--- config.mk ---
export PLATFORM = sky130hd
export DESIGN_NAME = qsp_top
export DESIGN_NICKNAME = d
export VERILOG_FILES = /design/src/inc/qsp_pkg.sv /design/src/logic/qsp_tx.sv /design/src/logic/qsp_rx.sv /design/src/logic/qsp_top.sv
export VERILOG_INCLUDE_DIRS = /design/src /design/src/inc
export SDC_FILE = /design/constraint.sdc
export NUM_CORES = 2
export LEC_CHECK = 0
export BUFFER_PORTS_ARGS = -buffer_cell sky130_fd_sc_hd__buf_2
export CORE_MARGIN = 2
export CORE_UTILIZATION = 40
export CTS_CLUSTER_DIAMETER = 100
export DETAILED_ROUTE_END_ITERATION = 6
export GPL_ROUTABILITY_DRIVEN = 1
export REMOVE_ABC_BUFFERS = 1
export SLEW_MARGIN = 10
export SYNTH_ARGS = -nofsm -noshare
export SYNTH_HDL_FRONTEND = slang
export SYNTH_HIERARCHICAL = 1
export SYNTH_SLANG_ARGS = --single-unit
--- constraint.sdc ---
create_clock -name I_MCLK -period 4.38 [get_ports I_MCLK]
set_input_delay 0.657 -clock I_MCLK [delete_from_list [all_inputs] [get_ports I_MCLK]]
set_output_delay 0.657 -clock I_MCLK [all_outputs]
set_load 0.05 [all_outputs]
--- src/inc/qsp_defs.svh ---
// Constants of the quad asynchronous serial port block
`ifndef QSP_DEFS_SVH
`define QSP_DEFS_SVH

`define QSP_CLK_HZ      100000000
`define QSP_BAUD_MIN    300
`define QSP_BAUD_MAX    600000
`define QSP_DIV_W       20
`define QSP_DIV_MIN     20'((`QSP_CLK_HZ + `QSP_BAUD_MAX - 1) / `QSP_BAUD_MAX)
`define QSP_DIV_MAX     20'(`QSP_CLK_HZ / `QSP_BAUD_MIN)
`define QSP_LAST_BIT    3'h7
`define QSP_LINE_IDLE   1'b1
`define QSP_START_LEVEL 1'b0
`define QSP_STOP_LEVEL  1'b1
`define QSP_GPIO_N      16
`define QSP_SEL_W       4
`define QSP_TX_PIN_MASK 16'h33fa
`define QSP_RX_PIN_MASK 16'h3fff
`define QSP_BUF_DEPTH   4
`define QSP_PTR_W       2
`define QSP_LVL_W       3
`define QSP_BUF_FULL    3'h4

`endif

--- src/inc/qsp_pkg.sv ---
// Types shared by the quad asynchronous serial port block
package qsp_pkg;

    // One byte offered to a transmitter
    typedef struct packed {
        logic       valid;
        logic [7:0] data;
    } qsp_byte_t;

    // One received character with its outcome pulses
    typedef struct packed {
        logic [7:0] data;
        logic       valid;
        logic       ferr;
    } qsp_rx_t;

    // Frame phases, shared by transmitter and receiver
    typedef enum logic [3:0] {
        QSP_IDLE  = 4'b0001,
        QSP_START = 4'b0010,
        QSP_DATA  = 4'b0100,
        QSP_STOP  = 4'b1000
    } qsp_state_t;

endpackage : qsp_pkg

--- src/logic/qsp_tx.sv ---
// Serial transmitter: one start bit, eight data bits LSB first, one stop bit
`timescale 1ns/1ps
`include "qsp_defs.svh"

module qsp_tx (
    input  wire logic                  i_clk,
    input  wire logic                  i_rst_n,
    input  wire logic [`QSP_DIV_W-1:0] i_div,
    input  wire qsp_pkg::qsp_byte_t    i_req,
    output wire logic                  o_ready,
    output logic                       o_line
);

    qsp_pkg::qsp_state_t   state;   // Frame phase
    logic [`QSP_DIV_W-1:0] div_q;   // Divisor frozen for the frame
    logic [`QSP_DIV_W-1:0] cnt;     // Clocks spent in the current bit
    logic [2:0]            bitn;    // Data bit index
    logic [7:0]            shreg;   // Bits still to send

    wire bit_end = (cnt == div_q - 20'h1);

    // Accept only between frames, so a new byte never cuts a frame
    assign o_ready = (state == qsp_pkg::QSP_IDLE);

    // Bit sequencer
    always_ff @(posedge i_clk or negedge i_rst_n) begin
        if (!i_rst_n) begin
            state <= qsp_pkg::QSP_IDLE;
            o_line <= `QSP_LINE_IDLE;
            div_q <= `QSP_DIV_MIN;
            cnt <= 20'h0;
            bitn <= 3'h0;
            shreg <= 8'h0;
        end else begin
            cnt <= bit_end ? 20'h0 : cnt + 20'h1;
            case (state)
                qsp_pkg::QSP_IDLE: begin
                    cnt <= 20'h0;
                    o_line <= `QSP_LINE_IDLE;
                    if (i_req.valid) begin
                        shreg <= i_req.data;
                        div_q <= i_div;
                        o_line <= `QSP_START_LEVEL;
                        state <= qsp_pkg::QSP_START;
                    end
                end
                qsp_pkg::QSP_START: begin
                    if (bit_end) begin
                        o_line <= shreg[0];
                        bitn <= 3'h0;
                        state <= qsp_pkg::QSP_DATA;
                    end
                end
                qsp_pkg::QSP_DATA: begin
                    if (bit_end) begin
                        if (bitn == `QSP_LAST_BIT) begin
                            o_line <= `QSP_STOP_LEVEL;
                            state <= qsp_pkg::QSP_STOP;
                        end else begin
                            o_line <= shreg[1];
                            shreg <= {1'b0, shreg[7:1]};
                            bitn <= bitn + 3'h1;
                        end
                    end
                end
                qsp_pkg::QSP_STOP: begin
                    if (bit_end) begin
                        state <= qsp_pkg::QSP_IDLE;
                    end
                end
                default: begin
                    state <= qsp_pkg::QSP_IDLE;
                    o_line <= `QSP_LINE_IDLE;
                end
            endcase
        end
    end

endmodule : qsp_tx

--- src/logic/qsp_rx.sv ---
// Serial receiver: start edge, midpoint sampling, stop check
`timescale 1ns/1ps
`include "qsp_defs.svh"

module qsp_rx (
    input  wire logic                  i_clk,
    input  wire logic                  i_rst_n,
    input  wire logic [`QSP_DIV_W-1:0] i_div,
    input  wire logic                  i_line,
    output qsp_pkg::qsp_rx_t           o_rx
);

    qsp_pkg::qsp_state_t   state;     // Frame phase
    logic [`QSP_DIV_W-1:0] div_q;     // Divisor frozen for the frame
    logic [`QSP_DIV_W-1:0] cnt;       // Clocks spent in the current bit
    logic [2:0]            bitn;      // Data bit index
    logic [7:0]            shreg;     // Bits gathered so far
    logic                  line_q;    // Line one clock ago

    // A held-low line must go high again before a new frame counts
    wire fall     = line_q & ~i_line;
    wire half_end = (cnt == {1'b0, div_q[`QSP_DIV_W-1:1]} - 20'h1);
    wire bit_end  = (cnt == div_q - 20'h1);

    // Frame sequencer
    always_ff @(posedge i_clk or negedge i_rst_n) begin
        if (!i_rst_n) begin
            state <= qsp_pkg::QSP_IDLE;
            div_q <= `QSP_DIV_MIN;
            cnt <= 20'h0;
            bitn <= 3'h0;
            shreg <= 8'h0;
            line_q <= `QSP_LINE_IDLE;
            o_rx <= '0;
        end else begin
            line_q <= i_line;
            o_rx.valid <= 1'b0;
            o_rx.ferr <= 1'b0;
            cnt <= bit_end ? 20'h0 : cnt + 20'h1;
            case (state)
                qsp_pkg::QSP_IDLE: begin
                    cnt <= 20'h0;
                    if (fall) begin
                        div_q <= i_div;
                        state <= qsp_pkg::QSP_START;
                    end
                end
                qsp_pkg::QSP_START: begin
                    // Mid start bit: a glitch that is high again is dropped
                    if (half_end) begin
                        cnt <= 20'h0;
                        bitn <= 3'h0;
                        state <= (i_line == `QSP_START_LEVEL) ?
                                 qsp_pkg::QSP_DATA : qsp_pkg::QSP_IDLE;
                    end
                end
                qsp_pkg::QSP_DATA: begin
                    if (bit_end) begin
                        shreg <= {i_line, shreg[7:1]};
                        bitn <= bitn + 3'h1;
                        if (bitn == `QSP_LAST_BIT) begin
                            state <= qsp_pkg::QSP_STOP;
                        end
                    end
                end
                qsp_pkg::QSP_STOP: begin
                    if (bit_end) begin
                        if (i_line == `QSP_STOP_LEVEL) begin
                            o_rx.data <= shreg;
                            o_rx.valid <= 1'b1;
                        end else begin
                            o_rx.ferr <= 1'b1;
                        end
                        state <= qsp_pkg::QSP_IDLE;
                    end
                end
                default: begin
                    state <= qsp_pkg::QSP_IDLE;
                end
            endcase
        end
    end

endmodule : qsp_rx

--- src/logic/qsp_top.sv ---
// Four asynchronous serial ports: one on fixed pins, three mapped onto GPIO
`timescale 1ns/1ps
`include "qsp_defs.svh"

module qsp_top (
    input  wire logic                       I_MCLK,
    input  wire logic                       I_ARST_N,
    // Primary port pins, never remapped
    input  wire logic                       I_PRIMARY_SERIAL_IN,
    output wire logic                       O_PRIMARY_SERIAL_OUT,
    // General purpose pins shared by the secondary ports
    input  wire logic [`QSP_GPIO_N-1:0]     I_GPIO_IN,
    output wire logic [`QSP_GPIO_N-1:0]     O_GPIO_OUT,
    output wire logic [`QSP_GPIO_N-1:0]     O_GPIO_OE,
    // Pin choice of the three secondary ports, index 0 is port a
    input  wire logic [2:0][`QSP_SEL_W-1:0] I_TX_PIN_SEL,
    input  wire logic [2:0]                 I_TX_PIN_EN,
    input  wire logic [2:0][`QSP_SEL_W-1:0] I_RX_PIN_SEL,
    input  wire logic [2:0]                 I_RX_PIN_EN,
    // Loader side of the primary port
    input  wire logic                       I_PROG_RUN,
    input  wire qsp_pkg::qsp_byte_t         I_LDR_TX,
    output wire logic                       O_LDR_TX_READY,
    output qsp_pkg::qsp_rx_t                O_LDR_RX,
    // User side of all four ports, index 0 is the primary port
    input  wire logic [3:0][`QSP_DIV_W-1:0] I_BAUD_DIV,
    input  wire logic [3:0]                 I_BUF_MODE,
    input  wire qsp_pkg::qsp_byte_t [3:0]   I_TX_REQ,
    output wire logic [3:0]                 O_TX_READY,
    output qsp_pkg::qsp_rx_t [3:0]          O_RX,
    input  wire logic [3:0]                 I_RX_POP,
    output wire logic [3:0][7:0]            O_BUF_DATA,
    output wire logic [3:0]                 O_BUF_VALID,
    output wire logic [3:0][`QSP_LVL_W-1:0] O_BUF_LEVEL,
    output logic [3:0]                      O_OVERRUN,
    input  wire logic [3:0]                 I_OVR_CLR
);

    // Clamp a divisor into the supported baud range
    function automatic logic [`QSP_DIV_W-1:0] qsp_clamp_div(
        input logic [`QSP_DIV_W-1:0] d
    );
        if (d < `QSP_DIV_MIN) begin
            return `QSP_DIV_MIN;
        end else if (d > `QSP_DIV_MAX) begin
            return `QSP_DIV_MAX;
        end
        return d;
    endfunction : qsp_clamp_div

    // True when the chosen pin lies in the permitted set
    function automatic logic qsp_pin_ok(
        input logic [`QSP_GPIO_N-1:0] mask,
        input logic [`QSP_SEL_W-1:0]  sel
    );
        return mask[sel];
    endfunction : qsp_pin_ok

    logic [`QSP_GPIO_N-1:0] gpio_s1;    // First sync stage, read by gpio_s2 only
    logic [`QSP_GPIO_N-1:0] gpio_s2;    // Pin levels safe to use
    logic                   prim_s1;    // First sync stage of the primary input
    logic                   prim_s2;    // Primary input safe to use

    wire logic [3:0]        rx_line;    // Receive line of each port
    wire logic [3:0]        tx_line;    // Transmit line of each port
    wire logic [3:0]        tx_rdy;     // Transmitter idle
    qsp_pkg::qsp_byte_t     [3:0] tx_req;    // Request reaching each transmitter
    qsp_pkg::qsp_rx_t       [3:0] rx_evt;    // Receiver outcome pulses
    wire logic [2:0]        tx_map_ok;  // Secondary transmit mapped to a legal pin
    wire logic [2:0]        rx_map_ok;  // Secondary receive mapped to a legal pin

    // Pin synchronisers; the reset value is the idle line level
    always_ff @(posedge I_MCLK or negedge I_ARST_N) begin
        if (!I_ARST_N) begin
            gpio_s1 <= 16'hffff;
            gpio_s2 <= 16'hffff;
            prim_s1 <= `QSP_LINE_IDLE;
            prim_s2 <= `QSP_LINE_IDLE;
        end else begin
            gpio_s1 <= I_GPIO_IN;
            gpio_s2 <= gpio_s1;
            prim_s1 <= I_PRIMARY_SERIAL_IN;
            prim_s2 <= prim_s1;
        end
    end

    // Primary port stays on its own pins whatever the mapping says
    assign rx_line[0] = prim_s2;
    assign O_PRIMARY_SERIAL_OUT = tx_line[0];

    // Secondary mapping is honoured only for pins in the permitted set
    genvar k;
    generate
        for (k = 0; k < 3; k++) begin : g_map
            assign tx_map_ok[k] = I_TX_PIN_EN[k] &
                qsp_pin_ok(`QSP_TX_PIN_MASK, I_TX_PIN_SEL[k]);
            assign rx_map_ok[k] = I_RX_PIN_EN[k] &
                qsp_pin_ok(`QSP_RX_PIN_MASK, I_RX_PIN_SEL[k]);
            // Unmapped receiver sees an idle line, so it never frames noise
            assign rx_line[k+1] = rx_map_ok[k] ?
                gpio_s2[I_RX_PIN_SEL[k]] : `QSP_LINE_IDLE;
        end
    endgenerate

    // Pin drivers; two ports on one pin resolve to the lower port only
    genvar p;
    generate
        for (p = 0; p < `QSP_GPIO_N; p++) begin : g_pin
            wire logic [2:0] claim;    // Secondary transmitters on this pin
            assign claim[0] = tx_map_ok[0] && (I_TX_PIN_SEL[0] == 4'(p));
            assign claim[1] = tx_map_ok[1] && (I_TX_PIN_SEL[1] == 4'(p));
            assign claim[2] = tx_map_ok[2] && (I_TX_PIN_SEL[2] == 4'(p));
            assign O_GPIO_OE[p] = |claim;
            assign O_GPIO_OUT[p] = claim[0] ? tx_line[1] :
                                   claim[1] ? tx_line[2] :
                                   claim[2] ? tx_line[3] : `QSP_LINE_IDLE;
        end
    endgenerate

    // Until the program runs, the loader owns the primary transmitter
    assign tx_req[0] = I_PROG_RUN ? I_TX_REQ[0] : I_LDR_TX;
    assign O_LDR_TX_READY = ~I_PROG_RUN & tx_rdy[0];
    assign O_TX_READY[0] = I_PROG_RUN & tx_rdy[0];
    assign tx_req[3:1] = I_TX_REQ[3:1];
    assign O_TX_READY[3:1] = tx_rdy[3:1];

    // Loader copy of the primary receiver, silent once the program runs
    always_ff @(posedge I_MCLK or negedge I_ARST_N) begin
        if (!I_ARST_N) begin
            O_LDR_RX <= '0;
        end else begin
            O_LDR_RX.data <= rx_evt[0].data;
            O_LDR_RX.valid <= rx_evt[0].valid & ~I_PROG_RUN;
            O_LDR_RX.ferr <= rx_evt[0].ferr & ~I_PROG_RUN;
        end
    end

    // One transmitter and one receiver per port, each free running
    genvar n;
    generate
        for (n = 0; n < 4; n++) begin : g_port
            wire logic [`QSP_DIV_W-1:0] div;    // Divisor kept in range
            wire logic                  mine;   // Traffic belongs to the user
            wire logic                  push;   // Store a good byte
            wire logic                  take;   // Push that finds room
            wire logic                  pop;    // Release the oldest byte
            logic [7:0] mem [`QSP_BUF_DEPTH];   // Background receive store
            logic [`QSP_PTR_W-1:0]      wr;     // Write index
            logic [`QSP_PTR_W-1:0]      rd;     // Read index
            logic [`QSP_LVL_W-1:0]      lvl;    // Bytes held

            assign div = qsp_clamp_div(I_BAUD_DIV[n]);
            assign mine = (n != 0) || I_PROG_RUN;

            // Separate engines give full duplex at the port's own rate
            qsp_tx u_tx (
                .i_clk   (I_MCLK),
                .i_rst_n (I_ARST_N),
                .i_div   (div),
                .i_req   (tx_req[n]),
                .o_ready (tx_rdy[n]),
                .o_line  (tx_line[n])
            );

            qsp_rx u_rx (
                .i_clk   (I_MCLK),
                .i_rst_n (I_ARST_N),
                .i_div   (div),
                .i_line  (rx_line[n]),
                .o_rx    (rx_evt[n])
            );

            // Framing errors never reach the store, only good bytes do
            assign push = mine & I_BUF_MODE[n] & rx_evt[n].valid;
            assign pop = I_RX_POP[n] & (lvl != 3'h0);
            assign take = push & ((lvl != `QSP_BUF_FULL) | pop);
            assign O_BUF_DATA[n] = mem[rd];
            assign O_BUF_VALID[n] = (lvl != 3'h0);
            assign O_BUF_LEVEL[n] = lvl;

            // Single byte mode bytes and framing errors in any mode: each shown once, one clock later
            always_ff @(posedge I_MCLK or negedge I_ARST_N) begin
                if (!I_ARST_N) begin
                    O_RX[n] <= '0;
                end else begin
                    O_RX[n].data <= rx_evt[n].data;
                    O_RX[n].valid <= mine & ~I_BUF_MODE[n] &
                                     rx_evt[n].valid;
                    O_RX[n].ferr <= mine & rx_evt[n].ferr;
                end
            end

            // Full store keeps unread bytes; a pop makes room at once
            always_ff @(posedge I_MCLK or negedge I_ARST_N) begin
                if (!I_ARST_N) begin
                    wr <= 2'h0;
                    rd <= 2'h0;
                    lvl <= 3'h0;
                    for (int i = 0; i < `QSP_BUF_DEPTH; i++) begin
                        mem[i] <= 8'h0;
                    end
                end else begin
                    if (take) begin
                        mem[wr] <= rx_evt[n].data;
                        wr <= wr + 2'h1;
                    end
                    if (pop) begin
                        rd <= rd + 2'h1;
                    end
                    lvl <= lvl + 3'(take) - 3'(pop);
                end
            end

            // Overrun flag; a new loss in the clear cycle keeps it set
            always_ff @(posedge I_MCLK or negedge I_ARST_N) begin
                if (!I_ARST_N) begin
                    O_OVERRUN[n] <= 1'b0;
                end else if (push && (lvl == `QSP_BUF_FULL) && !pop) begin
                    O_OVERRUN[n] <= 1'b1;
                end else if (I_OVR_CLR[n]) begin
                    O_OVERRUN[n] <= 1'b0;
                end
            end
        end
    endgenerate

endmodule : qsp_top

# Word-level counts from Yosys, hierarchy flattened
# Memory sizes are Yosys's and may differ from the RTL's.
# Index checks and enable logic that the tools add are counted.
dict set report op_classes {
  bitwise_logic 58
  mux 268
  add_sub_neg 44
  n_lt_le_gt_ge 26
  eq_ne 149
  n_reduce_logical 143
}
# operator n
set ops {}
lappend ops {{2-to-1 mux 20 bit} 28}
lappend ops {{equality test 20 bit} 12}
lappend ops {{2-to-1 mux 8 bit} 24}
lappend ops {{adder 20 x 1 -> 20 bit (second input constant)} 8}
lappend ops {{2-to-1 mux 4 bit} 40}
lappend ops {{case mux 20 bit (2 select lines)} 4}
lappend ops {{subtractor 20 x 1 -> 20 bit (second input constant)} 8}
lappend ops {{bitwise mux 32 bit} 4}
lappend ops {{equality test 4 bit (second input constant)} 32}
lappend ops {{case mux 4 bit (4 select lines)} 8}
lappend ops {{2-to-1 mux 1 bit} 100}
lappend ops {{equality test 4 x 3 -> 1 bit (second input constant)} 20}
lappend ops {{greater-than comparator 20 x 19 -> 1 bit (second input constant)} 4}
lappend ops {{less-than comparator 20 x 8 -> 1 bit (second input constant)} 4}
lappend ops {{subtractor 19 x 1 -> 20 bit (second input constant)} 4}
lappend ops {{!= test 2 x 1 -> 1 bit (second input constant)} 37}
lappend ops {{2-to-1 mux 3 bit} 24}
lappend ops {{binary-select mux 8 bit (select 2 bit)} 4}
lappend ops {{demux 8 bit (select 2 bit)} 4}
lappend ops {{case mux 8 bit (2 select lines)} 4}
lappend ops {{logical AND 1 bit} 60}
lappend ops {{equality test 4 x 2 -> 1 bit (second input constant)} 14}
lappend ops {{case mux 3 bit (2 select lines)} 8}
lappend ops {{OR reduction 3 bit} 16}
lappend ops {{other kinds (27)} 217}
dict set report word_totals {
  input_bits 187
  word_cells 804
  reg_bits 724
  rom_bits 96
  memories 6
}
# name words width read_ports rd_ports_with_merged_regs write_ports line_no
set memory_table {}
lappend memory_table {{(no name shown)} 16 1 1 0 0 qsp_top.sv:56} ;# return mask[sel];
lappend memory_table {{(no name shown)} 16 1 1 0 0 qsp_top.sv:56}
lappend memory_table {{(no name shown)} 16 1 1 0 0 qsp_top.sv:56}
lappend memory_table {{(no name shown)} 16 1 1 0 0 qsp_top.sv:56}
lappend memory_table {{(no name shown)} 16 1 1 0 0 qsp_top.sv:56}
lappend memory_table {{(no name shown)} 16 1 1 0 0 qsp_top.sv:56}

# Longest topological paths before layout
dict set report logic_depth {
  depth_word 8
  mapped_depth 12
  ltp_nobuf 10
}

# Modules after synthesis
# The synthesis kept the hierarchy.
# mod cells_per_inst instances seq_area_each_um2 area_per_inst_um2
set modules_own_cells {}
lappend modules_own_cells {qsp_rx 426 4 1660.3 4211.5}
lappend modules_own_cells {qsp_top 895 1 5843.1 11438.5}
lappend modules_own_cells {{qsp_tx (g_port[0].u_tx ...)} 352 3 1410.1 3457.1}
lappend modules_own_cells {{qsp_tx (g_port[3].u_tx)} 402 1 1410.1 3449.6}

# Least setup slack after synthesis
# OpenSTA, ideal clock, no wires.
dict set report synth_timing {
  kind {register to register}
  from {reg g_port[0].u_rx.div_q[9]}
  to {reg g_port[0].u_rx.shreg[0]}
  synth_period_minus_slack_ns 3.319
  arrival_ns 3.194
  setup_ns 0.125
  slack_ns 1.061
  t_required_ns 4.255
  path_buffers 2
  stages_incl_launch_ff 10
  path_cell_list {dfrtp_1 -> buf_2 -> or4_4 -> or4_4 -> xnor2_1 -> or3b_2 -> a2111oi_4 -> nand3_2 -> buf_6 -> mux2_4}
}
dict set report synth_via {
  elab_chain_len 3
}
# item line_no
set synth_lines {}
lappend synth_lines {{start, declared} qsp_rx.sv:14} ;# logic [`QSP_DIV_W-1:0] div_q;
lappend synth_lines {{start signal, assigned} qsp_rx.sv:29} ;# div_q <= `QSP_DIV_MIN;
lappend synth_lines {{start signal, assigned} qsp_rx.sv:44} ;# div_q <= i_div;
lappend synth_lines {{subtractor 20 x 1 -> 20 bit} qsp_rx.sv:23} ;# wire bit_end = (cnt == div_q - 20'h1);
lappend synth_lines {{equality test 20 bit} qsp_rx.sv:23}
lappend synth_lines {{AND reduction 2 bit (no line)} n/a}
lappend synth_lines {{end signal, assigned} qsp_rx.sv:59} ;# shreg <= {i_line, shreg[7:1]};
lappend synth_lines {{end, declared} qsp_rx.sv:17} ;# logic [7:0] shreg;
# Every way passes these cells.
# A chain may end at the register's enable or synchronous reset.

# Worst setup path in the final report
dict set report layout_timing {
  from {reg g_port[3].u_rx.div_q[1]}
  to {reg g_port[3].u_rx.shreg[0]}
}
dict set report layout_via {
  elab_chain_len 3
}
# item line_no
set layout_lines {}
lappend layout_lines {{start, declared} qsp_rx.sv:14}
lappend layout_lines {{start signal, assigned} qsp_rx.sv:29}
lappend layout_lines {{start signal, assigned} qsp_rx.sv:44}
lappend layout_lines {{subtractor 20 x 1 -> 20 bit} qsp_rx.sv:23}
lappend layout_lines {{equality test 20 bit} qsp_rx.sv:23}
lappend layout_lines {{AND reduction 2 bit (no line)} n/a}
lappend layout_lines {{end signal, assigned} qsp_rx.sv:59}
lappend layout_lines {{end, declared} qsp_rx.sv:17}
# Every way passes these cells.

==> flow_metrics.tcl <==
set metrics [dict create \
    slew_headroom_pct 23.97 \
    pin_count 327 \
    end_kind "flop" \
    tns_ns 0 \
    critPathTopFamily "simple AND/OR/NAND/NOR gates" \
    wl_met3_um 4227 \
    synthArstFlopShare_pct 100.0 \
    path_class "flop to flop" \
    synth_edf_count 0 \
    worst_path_largest_cell_delay_ns 0.64 \
    stdcell_count 5762 \
    wl_met1_um 48150 \
    clk_path_buf_depth 3 \
    leakage_nw 21.04 \
    syn_avg_cell_area_um2 10.38 \
    postLayoutCoreUtil_pct 45.74 \
    finalHoldViolations 0 \
    finalWorstSetupSlack_ns 0.3189 \
    clock_latency_ns 0.66 \
    rr_startpoint "g_port[3].u_rx/div_q[1]$_DFFE_PN1P_" \
    grt_start_max_net_pins 97 \
    synthCells 4057 \
    cts_setup_buffers 0 \
    core_mm2 0.1048 \
    clk_pin_slew_worst_paths_ns 0.06 \
    clkPwrFrac_pct 31.7 \
    pwr-share-comb_pct 28.8 \
    netlist.area_leader.share_pct 37.68 \
    cts-htree-levels 3 \
    numCtsBuffers 85 \
    post_cts_resize_count 0 \
    wire_per_inst_um 17.77 \
    synth.top_cells.by_area "dfrtp_1 38%, mux2_2 7.9%, dfstp_2 5.4%" \
    cp_data_required_time_ns 4.92 \
    synth_top_cell_by_area "dfrtp_1" \
    r2r_end "g_port[3].u_rx/shreg[0]$_DFFE_PN0P_" \
    ant_nets 0 \
    antenna_found_initial 1 \
    critPathLaunchType "flop" \
    maxCapViolations 0 \
    slowest_stage "nor4b_2" \
    die_height_um 328.4 \
    final_cell_mix "634 x dfrtp_1, 311 x buf_2, 303 x nand2_1" \
    fin_nets 4550 \
    p_per_area_mw_per_mm2 509.4 \
    rsz0062_at_grt "false" \
    first_pass_iters 5 \
    ir_worst_vdd_uv 360.1 \
    overflow 0 \
    antennaDiodeCount 0 \
    p_int_w 0.01563 \
    gp_congestion 0.9083 \
    fin_crit_sh_pct 92.72 \
    die_w_um 328.4 \
    num_vias 31430 \
    grt_pass1_wl_um 166600 \
    layout_commonest_cell "dfrtp_1" \
    power_w 0.02442 \
    cts_hold_buf 0 \
    reg2reg_slack_ns 0.32 \
    area_growth_pct 13.87 \
    initial_core_util_pct 40.17 \
    yosysWarnings 6 \
    row_count 119 \
    cts_tree "built" \
    cp.buffers_inverters 1 \
    clockRootBuffer "clkbuf_16" \
    vias_per_cell 5.454 \
    status "completed" \
    cts.sinks 720 \
    fp.dieArea_mm2 0.1079 \
    r2r_cells 9 \
    dp.cells 5603 \
    ys_seq_area_share_pct 43.05 \
    p_sw_w 0.008797 \
    grt_use_total_pct 18.88 \
    dominantRegCellSynth "dfrtp_1" \
    ys_types 101 \
    pre_cts_ws_ns 0.4285 \
    drc 0 \
    dp_hpwl_um 75010 \
    drive_above_1_share_pct 25.58 \
    wl_met2_um 47570 \
    ys_ff_latch 720 \
    worstMarginPinSlew_ns 1.139 \
    portBuffers 312 \
    crit_path_cell_trace "inv_1 > ha_1 > nor4b_2 > a31oi_1 > a211oi_1 > or3b_2 > a2111oi_4 > nand3_2 > mux2_4" \
    dr.first_iter.drc_count 1930 \
    worstPathArrival_ns 4.60 \
    setup_viol 0 \
    wirelength_um 102400 \
    swShare_pct 36.02 \
    worstPathMaxFanout 11 \
    syn-cell-area_mm2 0.04211 \
    top_layer "met4" \
    worstHoldPathType "primary input to async pin" \
    period_needed_ns 4.061 \
    finClkSkew_ns 0.02128 \
    fmax_mhz 246.2 \
    pwr-share-seq_pct 39.5 \
    grt_pass1_vias 30560 \
    slew_viol_final 0 \
]
==> synthesized netlist by cell type (all sizes together) (29+ instances only) <==
| cell | n |
|---|---|
| a211oi | 29 |
| a21o | 33 |
| a21oi | 50 |
| and2 | 37 |
| and3 | 79 |
| buf | 73 |
| clkbuf | 141 |
| dfrtp | 634 |
| dfstp | 86 |
| ha | 60 |
| inv | 129 |
| mux2 | 326 |
| mux2i | 35 |
| mux4 | 43 |
| nand2 | 306 |
| nand2b | 36 |
| nand3 | 175 |
| nand4 | 56 |
| nor2 | 299 |
| nor2b | 54 |
| nor3 | 160 |
| nor3b | 33 |
| nor4 | 81 |
| nor4b | 33 |
| o21ai | 113 |
| or3 | 50 |
| or4 | 54 |
| xnor2 | 226 |
| xor2 | 225 |
==> per-layer routing <==
layer  vias up  global-route usage, %
met4         0                  5.033
met1     15480                  26.70
li1      15090                      -
met5         -                      0
met2       691                  30.32
met3       162                  2.629
==> per-stage QoR <==
stage	hold slack (ns)	cell area (um^2)
floorplan	0.3312	41100
finish	0.05255	47940
global route	0.05330	47940
detailed placement	0.3363	44850
CTS	0.04577	47940
global placement	0.3355	44850
==> sequential cells by signal, indices dropped and copies added, names as in the netlist, 8 cells and up <==
register and flops:
g_port.u_rx/shreg 32, gpio_s2 14, g_port.u_tx/state 16, g_port.u_rx/cnt 80, g_port.u_tx/bitn 12, gpio_s1 14, g_port.u_tx/shreg 32, g_port.u_tx/div_q 80
g_port.u_tx/cnt 80, g_port.u_rx/div_q 80, g_port.u_rx/bitn 12, g_port.mem 128, g_port.wr 8, g_port.u_rx/o_rx 40, g_port.lvl 12, g_port.u_rx/state 16
O_RX 40, g_port.rd 8
==> cells by family after synthesis <==
group,synth area share (%)
other,0.01784
AOI/OAI and AO/OA,8.710
adders and majority gates,1.973
xor gates and xnor gates,9.381
buffers and inverters,3.691
and+or+nand+nor,21.08
DFF,43.05
muxes,12.10
==> power by group through the flow <==
stage / registers, W / clock network (W) / logic, W
after floorplan: 0.00934 / 0 / 0.00526
after global placement: 0.00972 / 0 / 0.00690
after detailed placement: 0.00974 / 0 / 0.00703
after CTS: 0.00965 / 0.00799 / 0.00706
after global routing: 0.00988 / 0.00827 / 0.00781
final: 0.00966 / 0.00774 / 0.00703
==> worst reg2reg max path, delay by kind of cell, from the launching register on <==
family	cells	cell delay (ns)
AOI/OAI and AO/OA	3	1.07
adders and majority gates	1	0.31
buffers and inverters	1	0.17
DFF	1	0.41
muxes	1	0.41
and+or+nand+nor	3	1.59
==> how the worst max path moves through the flow <==
stage | from | endpoint | cells past startpoint
final | g_port[3].u_rx/div_q[1]$_DFFE_PN1P_ | g_port[3].u_rx/shreg[0]$_DFFE_PN0P_ | 9
after global routing | g_port[3].u_rx/div_q[1]$_DFFE_PN1P_ | g_port[3].u_rx/shreg[0]$_DFFE_PN0P_ | 9
after CTS | g_port[3].u_rx/div_q[1]$_DFFE_PN1P_ | g_port[3].u_rx/shreg[0]$_DFFE_PN0P_ | 9
after detailed placement | g_port[3].u_rx/div_q[1]$_DFFE_PN1P_ | g_port[3].u_rx/shreg[5]$_DFFE_PN0P_ | 9
after global placement | g_port[3].u_rx/div_q[1]$_DFFE_PN1P_ | g_port[3].u_rx/shreg[0]$_DFFE_PN0P_ | 9
after floorplan | g_port[0].u_rx/state[0]$_DFFE_PN1P_ | g_port[0].u_rx/div_q[10]$_DFFE_PN0P_ | 4
==> area by class of cell <==
class                           instances  area, um^2
Sequential cell                       720       18120
Inverter                              129       484.2
Clock inverter                         42       653.1
Tap cell                             1391        1740
Fill cell                            9926       56880
Multi-Input combinational cell       3012       22550
Clock buffer                          117        2440
Timing Repair Buffer                  351        1952
(Power assumes the default switching activity.)
